### src/inc/ptinj_pkg.sv
package ptinj_pkg;
  // Programming window and descriptor buffer
  localparam int ADDR_W = 8;
  localparam int DATA_W = 32;
  localparam int BUF_DEPTH = 64;
  localparam int PTR_W = 7;
  localparam logic [PTR_W-1:0] BUF_DEPTH_P = 7'h40;

  // Register offsets
  localparam logic [ADDR_W-1:0] OFS_CFG = 8'h00;
  localparam logic [ADDR_W-1:0] OFS_IRQ_CNT = 8'h04;
  localparam logic [ADDR_W-1:0] OFS_ACC_CNT = 8'h08;
  localparam logic [ADDR_W-1:0] OFS_FEED = 8'hFC;

  // Configuration register fields
  localparam int CFG_EN = 0;
  localparam int CFG_SRST = 1;
  localparam int CFG_QUEUE = 2;
  localparam int CFG_IE_COMPL = 3;
  localparam int CFG_IE_CORE = 4;
  localparam int CFG_IE_NET = 5;
  localparam int CFG_FREEZE_EN = 6;
  localparam int CFG_RUN = 8;
  localparam int FLG_LSB = 16;
  localparam int FLG_W = 5;
  localparam int FLG_DESC = 0;
  localparam int FLG_NET = 1;
  localparam int FLG_CORE = 2;
  localparam int FLG_COMPL = 3;
  localparam int FLG_FREEZE = 4;
  localparam logic [DATA_W-1:0] CFG_RW_MASK = 32'h0000007D;
  localparam logic [DATA_W-1:0] CFG_RESET = 32'h00000000;

  // First descriptor word layout
  localparam int D_TYPE_LSB = 0;
  localparam int D_TYPE_W = 5;
  localparam int D_LAST = 5;
  localparam int D_IRQ = 6;
  localparam int D_CNT_LSB = 7;
  localparam int D_CNT_W = 6;
  localparam int D_SIZE_LSB = 13;
  localparam int D_SIZE_W = 19;

  localparam logic [D_TYPE_W-1:0] T_READ = 5'h00;
  localparam logic [D_TYPE_W-1:0] T_WRITE = 5'h01;
  localparam logic [D_TYPE_W-1:0] T_DELAY = 5'h02;
  localparam logic [D_TYPE_W-1:0] T_READ_FIX = 5'h03;
  localparam logic [D_TYPE_W-1:0] T_WRITE_FIX = 5'h04;

  // Injection port encodings
  localparam logic [1:0] HTRANS_IDLE = 2'h0;
  localparam logic [1:0] HTRANS_NONSEQ = 2'h2;
  localparam logic [2:0] HSIZE_WORD = 3'h2;
  localparam logic [2:0] HBURST_SINGLE = 3'h0;
  localparam logic [DATA_W-1:0] WORD_STEP = 32'h00000004;
endpackage

### src/inc/ptinj_apb_if.sv
interface ptinj_apb_if;
  import ptinj_pkg::*;
  logic psel;
  logic penable;
  logic pwrite;
  logic [ADDR_W-1:0] paddr;
  logic [DATA_W-1:0] pwdata;
  logic [DATA_W-1:0] prdata;
  logic pready;
  logic pslverr;
  logic irq;

  modport mgr (output psel, penable, pwrite, paddr, pwdata,
               input prdata, pready, pslverr, irq);
  modport sub (input psel, penable, pwrite, paddr, pwdata,
               output prdata, pready, pslverr, irq);
endinterface

### src/ptinj_device.sv
// Summary of operation
// - Fetch, decode, inject descriptors by pointer
// - Each descriptor runs count plus one times
// - Size: bytes for accesses, cycles for delay
// - Delay descriptor issues no bus traffic
// - Common first word: irq, type, last
// - Descriptor irq enable raises interrupt
// - Last descriptor stops or restarts pattern
// - Access descriptors carry 32-bit start address
// - Error response accepted, injection continues unless the net event halts it
// - One compliant manager injection port
// - APB subordinate decoding 256-byte window
// - Single word accesses: config and feed
// - Software loads descriptors before starting
// - Soft reset wipes pattern, drains transfers
// - Hardware reset clears everything but the descriptor buffer
// - Flags: network, internal error, completion
// - Enabled network, internal and completion events (not feed overflow or descriptor irq) halt and set freeze when halt is enabled
// - Looping returns to first descriptor
// - Halt overrides looping
// - Readable, resettable counters and running
// - Config holds enables and halt enable
module ptinj_device
  import ptinj_pkg::*;
(
  input wire logic clk_i,
  input wire logic rstn_i,
  ptinj_apb_if.sub apb,
  output logic [1:0] htrans_o,
  output logic [DATA_W-1:0] haddr_o,
  output logic hwrite_o,
  output logic [2:0] hsize_o,
  output logic [2:0] hburst_o,
  output logic [DATA_W-1:0] hwdata_o,
  input wire logic hready_i,
  input wire logic hresp_i,
  output logic running_o
);
  typedef enum logic [5:0] {
    S_IDLE = 6'b000001,
    S_FETCH0 = 6'b000010,
    S_FETCH1 = 6'b000100,
    S_ADDR = 6'b001000,
    S_DATA = 6'b010000,
    S_DELAY = 6'b100000
  } ptinj_state_t;

  function automatic logic [17:0] beats_of(input logic [D_SIZE_W-1:0] sz);
    logic [19:0] w;
    w = {1'b0, sz} + 20'h00003;
    beats_of = (w[19:2] == 18'h00000) ? 18'h00001 : w[19:2];
  endfunction

  logic [DATA_W-1:0] mem [BUF_DEPTH];
  ptinj_state_t st_q, st_d;
  logic [PTR_W-1:0] ptr_q, ptr_d, wcnt_q, wcnt_d;
  logic [DATA_W-1:0] d0_q, d0_d, base_q, base_d, addr_q, addr_d;
  logic [D_CNT_W-1:0] rep_q, rep_d;
  logic [17:0] beats_q, beats_d;
  logic [D_SIZE_W-1:0] dly_q, dly_d;
  logic [1:0] htrans_q, htrans_d;
  logic hwrite_q, hwrite_d;
  logic [DATA_W-1:0] hwdata_q, hwdata_d;
  logic [DATA_W-1:0] cfg_q, cfg_d, irq_cnt_q, irq_cnt_d, acc_cnt_q, acc_cnt_d;
  logic [DATA_W-1:0] prdata_q, prdata_d;
  logic [FLG_W-1:0] flg_q, flg_d, flg_set;
  logic srst_q, srst_d, pready_q, pready_d, perr_q, perr_d, irq_q;
  logic run_q;
  logic done, desc_evt, net_evt, core_evt, compl_evt, acc_evt, halt, clr_en;
  logic wr_acc, setup, feed_wr, feed_ok;
  logic [DATA_W-1:0] cur;
  logic [D_TYPE_W-1:0] ctype;

  assign cur = mem[ptr_q[PTR_W-2:0]];
  assign ctype = d0_q[D_TYPE_LSB +: D_TYPE_W];

  always_comb begin
    st_d = st_q;
    ptr_d = ptr_q;
    d0_d = d0_q;
    base_d = base_q;
    addr_d = addr_q;
    rep_d = rep_q;
    beats_d = beats_q;
    dly_d = dly_q;
    htrans_d = htrans_q;
    hwrite_d = hwrite_q;
    hwdata_d = hwdata_q;
    done = 1'b0;
    desc_evt = 1'b0;
    net_evt = 1'b0;
    core_evt = 1'b0;
    compl_evt = 1'b0;
    acc_evt = 1'b0;
    clr_en = 1'b0;
    case (st_q)
      S_IDLE: begin
        if (cfg_q[CFG_EN] && !srst_q && wcnt_q != 7'h00) begin
          ptr_d = 7'h00;
          st_d = S_FETCH0;
        end
      end
      S_FETCH0: begin
        if (!cfg_q[CFG_EN] || srst_q) begin
          st_d = S_IDLE;
        end else if (ptr_q >= wcnt_q) begin
          core_evt = 1'b1;
          clr_en = 1'b1;
          st_d = S_IDLE;
        end else begin
          d0_d = cur;
          ptr_d = ptr_q + 7'h01;
          rep_d = cur[D_CNT_LSB +: D_CNT_W];
          case (cur[D_TYPE_LSB +: D_TYPE_W])
            T_DELAY: begin
              dly_d = cur[D_SIZE_LSB +: D_SIZE_W];
              st_d = S_DELAY;
            end
            T_READ, T_WRITE, T_READ_FIX, T_WRITE_FIX: st_d = S_FETCH1;
            default: begin
              // Unsupported encoding stops the pattern
              core_evt = 1'b1;
              clr_en = 1'b1;
              st_d = S_IDLE;
            end
          endcase
        end
      end
      S_FETCH1: begin
        if (srst_q || ptr_q >= wcnt_q) begin
          core_evt = !srst_q;
          clr_en = 1'b1;
          st_d = S_IDLE;
        end else begin
          base_d = cur;
          addr_d = cur;
          ptr_d = ptr_q + 7'h01;
          beats_d = beats_of(d0_q[D_SIZE_LSB +: D_SIZE_W]);
          htrans_d = HTRANS_NONSEQ;
          hwrite_d = (ctype == T_WRITE) || (ctype == T_WRITE_FIX);
          hwdata_d = cur;
          st_d = S_ADDR;
        end
      end
      S_ADDR: begin
        if (hready_i) begin
          htrans_d = HTRANS_IDLE;
          st_d = S_DATA;
        end
      end
      S_DATA: begin
        if (hready_i) begin
          acc_evt = 1'b1;
          net_evt = hresp_i;
          // soft reset acts once the beat ends
          if (srst_q) begin
            st_d = S_IDLE;
          end else if (beats_q > 18'h00001) begin
            beats_d = beats_q - 18'h00001;
            if (ctype != T_READ_FIX && ctype != T_WRITE_FIX) begin
              addr_d = addr_q + WORD_STEP;
            end
            hwdata_d = hwdata_q + 32'h00000001;
            htrans_d = HTRANS_NONSEQ;
            st_d = S_ADDR;
          end else begin
            done = 1'b1;
          end
        end
      end
      S_DELAY: begin
        // idle bus for the programmed cycles
        if (srst_q) begin
          st_d = S_IDLE;
        end else if (dly_q <= 19'h00001) begin
          done = 1'b1;
        end else begin
          dly_d = dly_q - 19'h00001;
        end
      end
      default: st_d = S_IDLE;
    endcase
    if (done) begin
      if (rep_q != 6'h00) begin
        rep_d = rep_q - 6'h01;
        if (ctype == T_DELAY) begin
          dly_d = d0_q[D_SIZE_LSB +: D_SIZE_W];
          st_d = S_DELAY;
        end else begin
          addr_d = base_q;
          beats_d = beats_of(d0_q[D_SIZE_LSB +: D_SIZE_W]);
          htrans_d = HTRANS_NONSEQ;
          st_d = S_ADDR;
        end
      end else begin
        desc_evt = d0_q[D_IRQ];
        st_d = S_FETCH0;
        if (d0_q[D_LAST]) begin
          compl_evt = 1'b1;
          if (cfg_q[CFG_QUEUE]) begin
            ptr_d = 7'h00;
          end else begin
            clr_en = 1'b1;
            st_d = S_IDLE;
          end
        end
      end
    end
    halt = cfg_q[CFG_FREEZE_EN] &&
           ((net_evt && cfg_q[CFG_IE_NET]) ||
            (core_evt && cfg_q[CFG_IE_CORE]) ||
            (compl_evt && cfg_q[CFG_IE_COMPL]));
    if (halt) begin
      clr_en = 1'b1;
      htrans_d = HTRANS_IDLE;
      st_d = S_IDLE;
    end
  end

  always_ff @(posedge clk_i or negedge rstn_i) begin
    if (!rstn_i) begin
      st_q <= S_IDLE;
      ptr_q <= 7'h00;
      d0_q <= 32'h00000000;
      base_q <= 32'h00000000;
      addr_q <= 32'h00000000;
      rep_q <= 6'h00;
      beats_q <= 18'h00000;
      dly_q <= 19'h00000;
      htrans_q <= HTRANS_IDLE;
      hwrite_q <= 1'b0;
      hwdata_q <= 32'h00000000;
      run_q <= 1'b0;
    end else begin
      st_q <= st_d;
      ptr_q <= ptr_d;
      d0_q <= d0_d;
      base_q <= base_d;
      addr_q <= addr_d;
      rep_q <= rep_d;
      beats_q <= beats_d;
      dly_q <= dly_d;
      htrans_q <= htrans_d;
      hwrite_q <= hwrite_d;
      hwdata_q <= hwdata_d;
      run_q <= st_d != S_IDLE;
    end
  end

  // zero-wait subordinate, ready registered from the setup phase
  assign setup = apb.psel && !apb.penable && !pready_q;
  assign wr_acc = apb.psel && apb.penable && pready_q && apb.pwrite;
  assign feed_wr = wr_acc && apb.paddr == OFS_FEED;
  assign feed_ok = wcnt_q < BUF_DEPTH_P;

  always_comb begin
    cfg_d = cfg_q;
    wcnt_d = wcnt_q;
    irq_cnt_d = irq_cnt_q;
    acc_cnt_d = acc_cnt_q;
    srst_d = srst_q && st_q != S_IDLE;
    pready_d = setup;
    prdata_d = 32'h00000000;
    perr_d = 1'b0;
    flg_set = {halt, compl_evt && cfg_q[CFG_IE_COMPL],
               (core_evt && cfg_q[CFG_IE_CORE]) || 1'b0,
               net_evt && cfg_q[CFG_IE_NET], desc_evt};
    // overflowing feed write is an internal error
    if (feed_wr && !feed_ok) begin
      flg_set[FLG_CORE] = cfg_q[CFG_IE_CORE];
    end
    // sticky flags, set wins over write-one clear
    flg_d = flg_q | flg_set;
    if (wr_acc && apb.paddr == OFS_CFG) begin
      flg_d = (flg_q & ~apb.pwdata[FLG_LSB +: FLG_W]) | flg_set;
    end
    if (flg_set != 5'h00) begin
      irq_cnt_d = irq_cnt_q + 32'h00000001;
    end
    if (acc_evt) begin
      acc_cnt_d = acc_cnt_q + 32'h00000001;
    end
    if (setup) begin
      case (apb.paddr)
        OFS_CFG: prdata_d = cfg_q | ({31'h0, st_q != S_IDLE} << CFG_RUN) |
                            ({27'h0, flg_q} << FLG_LSB);
        OFS_IRQ_CNT: prdata_d = irq_cnt_q;
        OFS_ACC_CNT: prdata_d = acc_cnt_q;
        OFS_FEED: prdata_d = 32'h00000000;
        default: perr_d = 1'b1;
      endcase
    end
    if (wr_acc) begin
      case (apb.paddr)
        OFS_CFG: cfg_d = apb.pwdata & CFG_RW_MASK;
        OFS_IRQ_CNT, OFS_ACC_CNT: begin
          irq_cnt_d = 32'h00000000;
          acc_cnt_d = 32'h00000000;
        end
        OFS_FEED: begin
          if (feed_ok) begin
            wcnt_d = wcnt_q + 7'h01;
          end
        end
        default: cfg_d = cfg_q;
      endcase
    end
    if (clr_en) begin
      cfg_d[CFG_EN] = 1'b0;
    end
    // soft reset wipes pattern and settings
    if (wr_acc && apb.paddr == OFS_CFG && apb.pwdata[CFG_SRST]) begin
      cfg_d = CFG_RESET;
      wcnt_d = 7'h00;
      flg_d = 5'h00;
      irq_cnt_d = 32'h00000000;
      acc_cnt_d = 32'h00000000;
      srst_d = 1'b1;
    end
  end

  always_ff @(posedge clk_i or negedge rstn_i) begin
    if (!rstn_i) begin
      cfg_q <= CFG_RESET;
      wcnt_q <= 7'h00;
      irq_cnt_q <= 32'h00000000;
      acc_cnt_q <= 32'h00000000;
      flg_q <= 5'h00;
      srst_q <= 1'b0;
      pready_q <= 1'b0;
      prdata_q <= 32'h00000000;
      perr_q <= 1'b0;
      irq_q <= 1'b0;
    end else begin
      cfg_q <= cfg_d;
      wcnt_q <= wcnt_d;
      irq_cnt_q <= irq_cnt_d;
      acc_cnt_q <= acc_cnt_d;
      flg_q <= flg_d;
      srst_q <= srst_d;
      pready_q <= pready_d;
      prdata_q <= prdata_d;
      perr_q <= perr_d;
      irq_q <= flg_d != 5'h00;
    end
  end

  // Buffer has no reset: the word count alone decides what is valid
  always_ff @(posedge clk_i) begin
    if (feed_wr && feed_ok) begin
      mem[wcnt_q[PTR_W-2:0]] <= apb.pwdata;
    end
  end

  assign apb.prdata = prdata_q;
  assign apb.pready = pready_q;
  assign apb.pslverr = perr_q;
  assign apb.irq = irq_q;
  assign htrans_o = htrans_q;
  assign haddr_o = addr_q;
  assign hwrite_o = hwrite_q;
  assign hsize_o = HSIZE_WORD;
  assign hburst_o = HBURST_SINGLE;
  assign hwdata_o = hwdata_q;
  assign running_o = run_q;
endmodule

### src/flat_wrapper.sv
// flat-port wrapper written by rule: the top's interface ports become plain ports
module ptinj_device_flat import ptinj_pkg::*;
  (clk_i, rstn_i, htrans_o, haddr_o, hwrite_o, hsize_o, hburst_o, hwdata_o, hready_i, hresp_i, running_o, apb_psel, apb_penable, apb_pwrite, apb_paddr, apb_pwdata, apb_prdata, apb_pready, apb_pslverr, apb_irq);
  ptinj_apb_if apb_i ();
  input wire logic clk_i;
  input wire logic rstn_i;
  output logic [1:0] htrans_o;
  output logic [DATA_W-1:0] haddr_o;
  output logic hwrite_o;
  output logic [2:0] hsize_o;
  output logic [2:0] hburst_o;
  output logic [DATA_W-1:0] hwdata_o;
  input wire logic hready_i;
  input wire logic hresp_i;
  output logic running_o;
  input wire logic [$bits(apb_i.psel)-1:0] apb_psel;
  input wire logic [$bits(apb_i.penable)-1:0] apb_penable;
  input wire logic [$bits(apb_i.pwrite)-1:0] apb_pwrite;
  input wire logic [$bits(apb_i.paddr)-1:0] apb_paddr;
  input wire logic [$bits(apb_i.pwdata)-1:0] apb_pwdata;
  output wire logic [$bits(apb_i.prdata)-1:0] apb_prdata;
  output wire logic [$bits(apb_i.pready)-1:0] apb_pready;
  output wire logic [$bits(apb_i.pslverr)-1:0] apb_pslverr;
  output wire logic [$bits(apb_i.irq)-1:0] apb_irq;
  assign apb_i.psel = apb_psel;
  assign apb_i.penable = apb_penable;
  assign apb_i.pwrite = apb_pwrite;
  assign apb_i.paddr = apb_paddr;
  assign apb_i.pwdata = apb_pwdata;
  assign apb_prdata = apb_i.prdata;
  assign apb_pready = apb_i.pready;
  assign apb_pslverr = apb_i.pslverr;
  assign apb_irq = apb_i.irq;
  ptinj_device u_core (.clk_i(clk_i), .rstn_i(rstn_i), .apb(apb_i), .htrans_o(htrans_o), .haddr_o(haddr_o), .hwrite_o(hwrite_o), .hsize_o(hsize_o), .hburst_o(hburst_o), .hwdata_o(hwdata_o), .hready_i(hready_i), .hresp_i(hresp_i), .running_o(running_o));
endmodule
### config.mk
export PLATFORM = sky130hd
export DESIGN_NAME = ptinj_device_flat
export DESIGN_NICKNAME = d
export VERILOG_FILES = /design/src/inc/ptinj_pkg.sv /design/src/inc/ptinj_apb_if.sv /design/src/ptinj_device.sv /design/src/flat_wrapper.sv
export SDC_FILE = /design/constraint.sdc
export NUM_CORES = 2
export LEC_CHECK = 0
export BUFFER_PORTS_ARGS = -buffer_cell sky130_fd_sc_hd__clkbuf_2
export CAP_MARGIN = 15
export CELL_PAD_IN_SITES_DETAIL_PLACEMENT = 1
export CELL_PAD_IN_SITES_GLOBAL_PLACEMENT = 1
export CORE_MARGIN = 1.5
export CORE_UTILIZATION = 30
export DETAILED_ROUTE_END_ITERATION = 8
export GPL_TIMING_DRIVEN = 0
export PLACE_DENSITY = 0.58
export SLEW_MARGIN = 20
export SYNTH_ARGS = -nofsm -noshare
export SYNTH_HDL_FRONTEND = slang
export SYNTH_SLANG_ARGS = --single-unit
### constraint.sdc
create_clock -name clk_i -period 8.85 [get_ports clk_i]
set_input_delay 0.4425 -clock clk_i [delete_from_list [all_inputs] [get_ports clk_i]]
set_output_delay 0.4425 -clock clk_i [all_outputs]
set_load 0.02 [all_outputs]
## Yosys cells after proc, flatten, opt, wreduce, memory -nomap -nowiden

Memory sizes are Yosys's and may differ from the RTL's.
Index checks and enable logic that the tools add are counted.

- Bitwise operators: 9
- Order comparisons: 4
- Equal/unequal tests: 24
- Reductions and logical operators: 52
- $add $sub $neg: 10
- Mux-type cells: 126

Operators by type and width:

| operator | count |
|---|---|
| $mux W32 | 24 |
| $mux W19 | 8 |
| $mux W18 | 8 |
| $pmux W32 S2 | 2 |
| $mux W6 | 18 |
| $add A32 B1 Y32 const B | 3 |
| $pmux W32 S3 | 1 |
| $mux W7 | 12 |
| $pmux W19 S2 | 1 |
| $pmux W18 S2 | 1 |
| $pmux W6 S6 | 1 |
| $add A32 B3 Y32 const B | 1 |
| $or A32 B21 Y32 | 1 |
| $or A32 B9 Y32 | 1 |
| $mux W1 | 31 |
| $pmux W7 S3 | 1 |
| $add A19 B2 Y20 const B | 1 |
| $mux W2 | 10 |
| $le A19 B1 Y1 const B | 1 |
| $sub A19 B1 Y19 const B | 1 |
| $gt A18 B1 Y1 const B | 1 |
| $logic_and A1 B1 Y1 | 18 |
| $logic_not A18 Y1 | 1 |
| $sub A18 B1 Y18 const B | 1 |
| other kinds (45) | 77 |

- Input port bits: 47
- Memories kept: 1
- Bits in writable memories: 2048
- Bits in registers: 332
- Output and inout port bits: 109
- Logic and storage cells: 249

Memory list:

| name | words | width | rd ports | clocked after Yosys merged registers in | wr ports | line | RTL |
|---|---|---|---|---|---|---|---|
| u_core.mem | 64 | 32 | 1 | 0 | 1 | ptinj_device.sv:54 | `logic [DATA_W-1:0] mem [BUF_DEPTH];` |

## Longest topological paths before layout

An unclocked memory read counts as a cell.

- Word-level depth: 16
- Mapped depth: 21
- Depth with buffers taken out: 12

## Worst setup path before layout

OpenSTA, ideal clock, no wires.

- Kind: register -> register
- From: reg u_core.ptr_q[0]
- To: reg u_core.hwdata_q[28] (netlist: u_core.hwdata_o[28])
- Setup time: 0.077 ns
- Slack: 4.825 ns
- Stages on the path, launching flop included: 21
- Path buffers: 9
- Data arrival time: 3.948 ns
- Clock period less this slack: 4.025 ns
- Required time: 8.773 ns
- Cell sequence: dfrtp_1 -> buf_6 -> buf_6 -> buf_6 -> buf_6 -> buf_6 -> buf_6 -> buf_2 -> inv_1 -> ha_1 -> nand2b_1 -> a21o_1 -> a21o_1 -> a21oi_1 -> o211ai_1 -> or2_2 -> clkbuf_1 -> nand2_1 -> clkbuf_1 -> a21oi_1 -> a21oi_1

- Cells in the longest elaborated chain, start to end: 4
- Elaborated cells between the ends (all ways): 7
- Those cells by class: order compare: 1; eq/ne: 1; mux: 2; reduce/logical: 2; memory: 1

RTL lines:

| item | line | RTL |
|---|---|---|
| start, declared | ptinj_device.sv:56 | `logic [PTR_W-1:0] ptr_q, ptr_d, wcnt_q, wcnt_d;` |
| start signal, assigned | ptinj_device.sv:236 | `ptr_q <= ptr_d;` |
| branches (longest 4 deep; another with $mem_v2 Z64 W32) | n/a |  |
| end signal, assigned | ptinj_device.sv:245 | `hwdata_q <= hwdata_d;` |
| end, declared | ptinj_device.sv:63 | `logic [DATA_W-1:0] hwdata_q, hwdata_d;` |

Several ways; the timed one is not identified. The select of a mux whose other input is x is not followed.
A chain may end at the register's enable or synchronous reset.

## Final worst setup path

- From: reg u_core.ptr_q[0]
- To: reg u_core.hwdata_q[29] (netlist: u_core.hwdata_o[29])

The elaborated chain is that of the path after synthesis.

==> summary.md <==
| Metric | Value |
|---|---|
| Outcome | finished, final reports clean |
| Most common cell after layout, fill and taps aside | edfxtp_1 |
| TritonCTS clock tree | yes |
| Critical Path Slowest Stage Cell | nand2_1 |
| DR pass1 iterations | 5 |
| Vias | about 54k |
| Clock sinks | between 2k and 2.5k |
| Max-Cap Viols | 0 |
| Final Max Tran Viols | 0 |
| Min Tclk post-route | 6.13 ns |
| CP endpoint kind | register |
| Fraction of the yosys area taken by sequential cells | between 70% and 80% |
| Grt total ovfl | 0 |
| R2r setup slk | 2.72 ns |
| Slew headroom | 19.1% |
| Syn. warnings | 0 |
| Critical path, cell by cell | buf_6 -> buf_6 -> buf_6 -> buf_6 -> buf_6 -> buf_6 -> buf_2 -> inv_1 -> ha_1 -> nand2b_1 -> a21o_1 -> a21o_1 -> a21oi_1 -> o211ai_1 -> or2_2 -> clkbuf_1 -> nand2_1 -> clkbuf_1 -> a21oi_1 -> a21oi_1 |
| Wire per inst | 32.1 um |
| First-pass GRT wire length | 442,000 um |
| Met2 Resource Use GR | 31.4% |
| Number of routed nets with antenna violations | 0 |
| CP most frequent cell | buf_6 |
| Multi-input logic area | approximately 0.024 mm^2 |
| VDD IR-drop max | 0.182 mV |
| Fin util | 35.9% |
| Number of global-route vias before repair | around 54k |
| # DRC | 0 |
| Clk Latency, worst-skew pair | about 0.93 ns |
| FF-to-FF End | u_core.hwdata_o[29] |
| Setup WS pre-CTS | 2.78 ns |
| Nets@finish | 5,597 |
| Worst-path clk slew | 0.07 ns |
| Yosys cell types | 80 |
| Area growth syn-to-layout | 18.9% |
| Power Density | 272 mW/mm^2 |
| Period utilization | 69.3% |
| Total power | 30.4 mW |
| Max clock buf depth | 4 |
| Worst Skew | 0.121 ns |
| Placed Cells | 9,423 |
| Global Route met3 Usage | about 2.9% |
| Worst r2r src | u_core.ptr_q[0] |
| Setup bufs post-CTS | 0 |
| Post-Syn Area | 0.0941 mm^2 |
| DP HPWL | 219,000 um |
| Most used DFF post-synth | edfxtp_1 |
| Root Buffer | clkbuf_16 |
| Setup TNS | 0 ns |
| Finished Layout Cells | 9,875 |
| Average cell area after synthesis | approximately 19 um^2 |
| CP arrival | 6.89 ns |
| CP endpoint | u_core.hwdata_o[29] |
| Final setup margin | approximately 2.7 ns |
| Number of fill cells | 31.1k |
| CP required | roughly 9.6 ns |
| Async set-or-reset flop fraction in the synthesized netlist | 12.8% |
| H-tree depth | 4 |
| Static leakage | 35.8 nW |
| GRT busiest layer | met2 |
| Storage cell area | 0.0690 mm^2 |
| Hold Vio Cnt, Final | 0 |
| CP startpoint kind | register |
| Path category of the worst min-delay check | input pin to register |
| DIE HEIGHT | 563 um |
| Vias per cell | 5.45 |
| Die area | 0.317 mm^2 |
| Reg2Reg Depth | 20 |
| Critical path type | register to register |
| Layout cells sized above 1 | 26.1% |
| First-iteration detailed-routing DRC count | slightly below 7k |
| Max Fclk | approximately 160 MHz |
| Most frequent cells in the layout | edfxtp_1 (2,048), mux4_2 (644), nand2_1 (332) |
| Antenna violations before repair | 22 |
| Initial Util | 30.2% |
| Cell row count | 205 |
| RSZ-0062 raised after global routing | no |
| TritonCTS Buffers | around 240 |
| Met1 Use GR | about 28% |
| IO Pins | approximately 160 |
| Worst slew pin tran | between 1 and 1.5 ns |
| Yosys reg bits | 2,348 |
| Die Wd | 563 um |
| Yosys top cell area share | 65.4% |
| Dominant cells by area after synthesis | edfxtp_1 (65%), mux4_2 (15%), dfrtp_1 (8.0%) |
| Post-synth EDFFs | 2,048 |
| GRT Total Usage | 19.8% |
| Core area | 0.312 mm^2 |
| Port-buffer cells | 146 |
| Synth area leader | edfxtp_1 |
| Routed wire length | 317,000 um |
| CP max stage delay | 0.55 ns |
| Synth Instances | 4,979 |
| Worst Path Max Fanout | 10 |
| Crit path launch | u_core.ptr_q[0] |
| Gp weighted congestion | between 0.8 and 0.9 |
| Final setup fails | 0 |
| Largest net degree at the start of global routing | 81 |
## layout make-up
type	count	area share [%]
Sequential cell	2348	61.7
Multi-Input combinational cell	2331	21.6
Clock buffer	289	5.61
Tap cell	4140	4.63
Timing Repair Buffer	305	3.80
Clock inverter	148	1.32
Buffer	259	1.12
Inverter	45	0.151
Antenna cell	10	0.0224
## kinds of logic (layout without fill, tap and decap cells)
logic type               Yosys count  after routing  synth area share (%)
flip-flops                      2348           2348                  73.4
adder cells (fa/ha/maj)           19             19                 0.253
buffers and inverters            304           1046                  1.49
XOR/XNOR                          57             57                 0.531
multiplexers                     689            689                  15.9
other                              2             16               0.00798
AO/OA/AOI/OAI                    535            535                  3.43
AND/OR/NAND/NOR                 1025           1025                  5.01
## stage by stage
stage / instance area (um^2) / hold slack (ns)
6_report: 112000 / 0.0656
5_1_grt: 112000 / 0.0712
4_1_cts: 112000 / 0.0273
3_5_place_dp: 104000 / 0.465
3_3_place_gp: 100000 / 0.460
2_1_floorplan: 94100 / 0.147
## power breakdown
part | switching, mW | internal [mW]
sequential | 0.0313 | 12.1
combinational | 4.95 | 3.14
clock | 4.38 | 5.87
total | 9.36 | 21.1
## critical path: cells and delay by family, from the launching register on
family / cells / cell delay, ns
buffers and inverters: 10 / 2.67
AO/OA/AOI/OAI: 6 / 1.44
AND/OR/NAND/NOR: 3 / 1.09
flip-flops: 1 / 0.50
adder cells (fa/ha/maj): 1 / 0.27
## how the worst min path moves through the flow
stage | startpoint | end | slack, ns | cells past startpoint
floorplan | rstn_i | u_core.acc_cnt_q[0] | 0.15 | 0
global placement | u_core.base_q[23] | u_core.base_q[23] | 0.46 | 2
detailed placement | u_core.base_q[4] | u_core.base_q[4] | 0.47 | 2
CTS | hready_i | u_core.st_q[4] | 0.03 | 3
global route | apb_pwdata[3] | u_core.mem[37][3] | 0.07 | 1
finish | apb_pwdata[21] | u_core.mem[62][21] | 0.07 | 1
## sequential cells by signal (all words and copies together), names as in the netlist
register,flops
u_core.apb.prdata,32
u_core.wcnt_q,7
u_core.rep_q,6
u_core.apb.pslverr,1
u_core.base_q,32
u_core.acc_cnt_q,32
u_core.apb.irq,1
u_core.st_q,6
u_core.mem,2048
u_core.beats_q,18
u_core.ptr_q,7
u_core.flg_q,5
u_core.srst_q,1
u_core.d0_q,26
u_core.cfg_q,6
u_core.irq_cnt_q,32
u_core.dly_q,19
u_core.running_o,1
u_core.hwdata_o,32
u_core.apb.pready,1
u_core.haddr_o,32
u_core.hwrite_o,1
u_core.htrans_o,2
## synthesized netlist by cell type (15+ instances only)
cell	n
xor2_1	25
clkbuf_1	171
nand3_1	98
and3_1	37
buf_2	41
mux2i_1	38
nor2_1	330
mux4_2	644
a21oi_1	179
xnor2_1	32
nand4_1	29
o22ai_1	25
a22oi_1	44
nor4_1	27
ha_1	19
buf_6	17
o211ai_1	20
buf_4	21
and2_1	15
or3_1	45
nor3_1	36
nand2_1	332
o21ai_0	129
edfxtp_1	2048
o21ai_1	17
a31oi_1	28
inv_1	43
dfrtp_1	299
## per-layer routing
metal / vias to the layer above / share of wire, %
li1: 21300 / -
met1: 29700 / 44
met2: 2264 / 47
met3: 434 / 7.0
met4: 2 / 2.8
met5: - / 0.0028
## repair_timing
| item | in CTS | in global routing |
|---|---|---|
| endpoints found under the hold margin | 68 | 0 |
| resized for setup | 0 | 0 |
| hold buffers | 3 | 0 |
No activity file was read; power rests on OpenSTA's default activity.
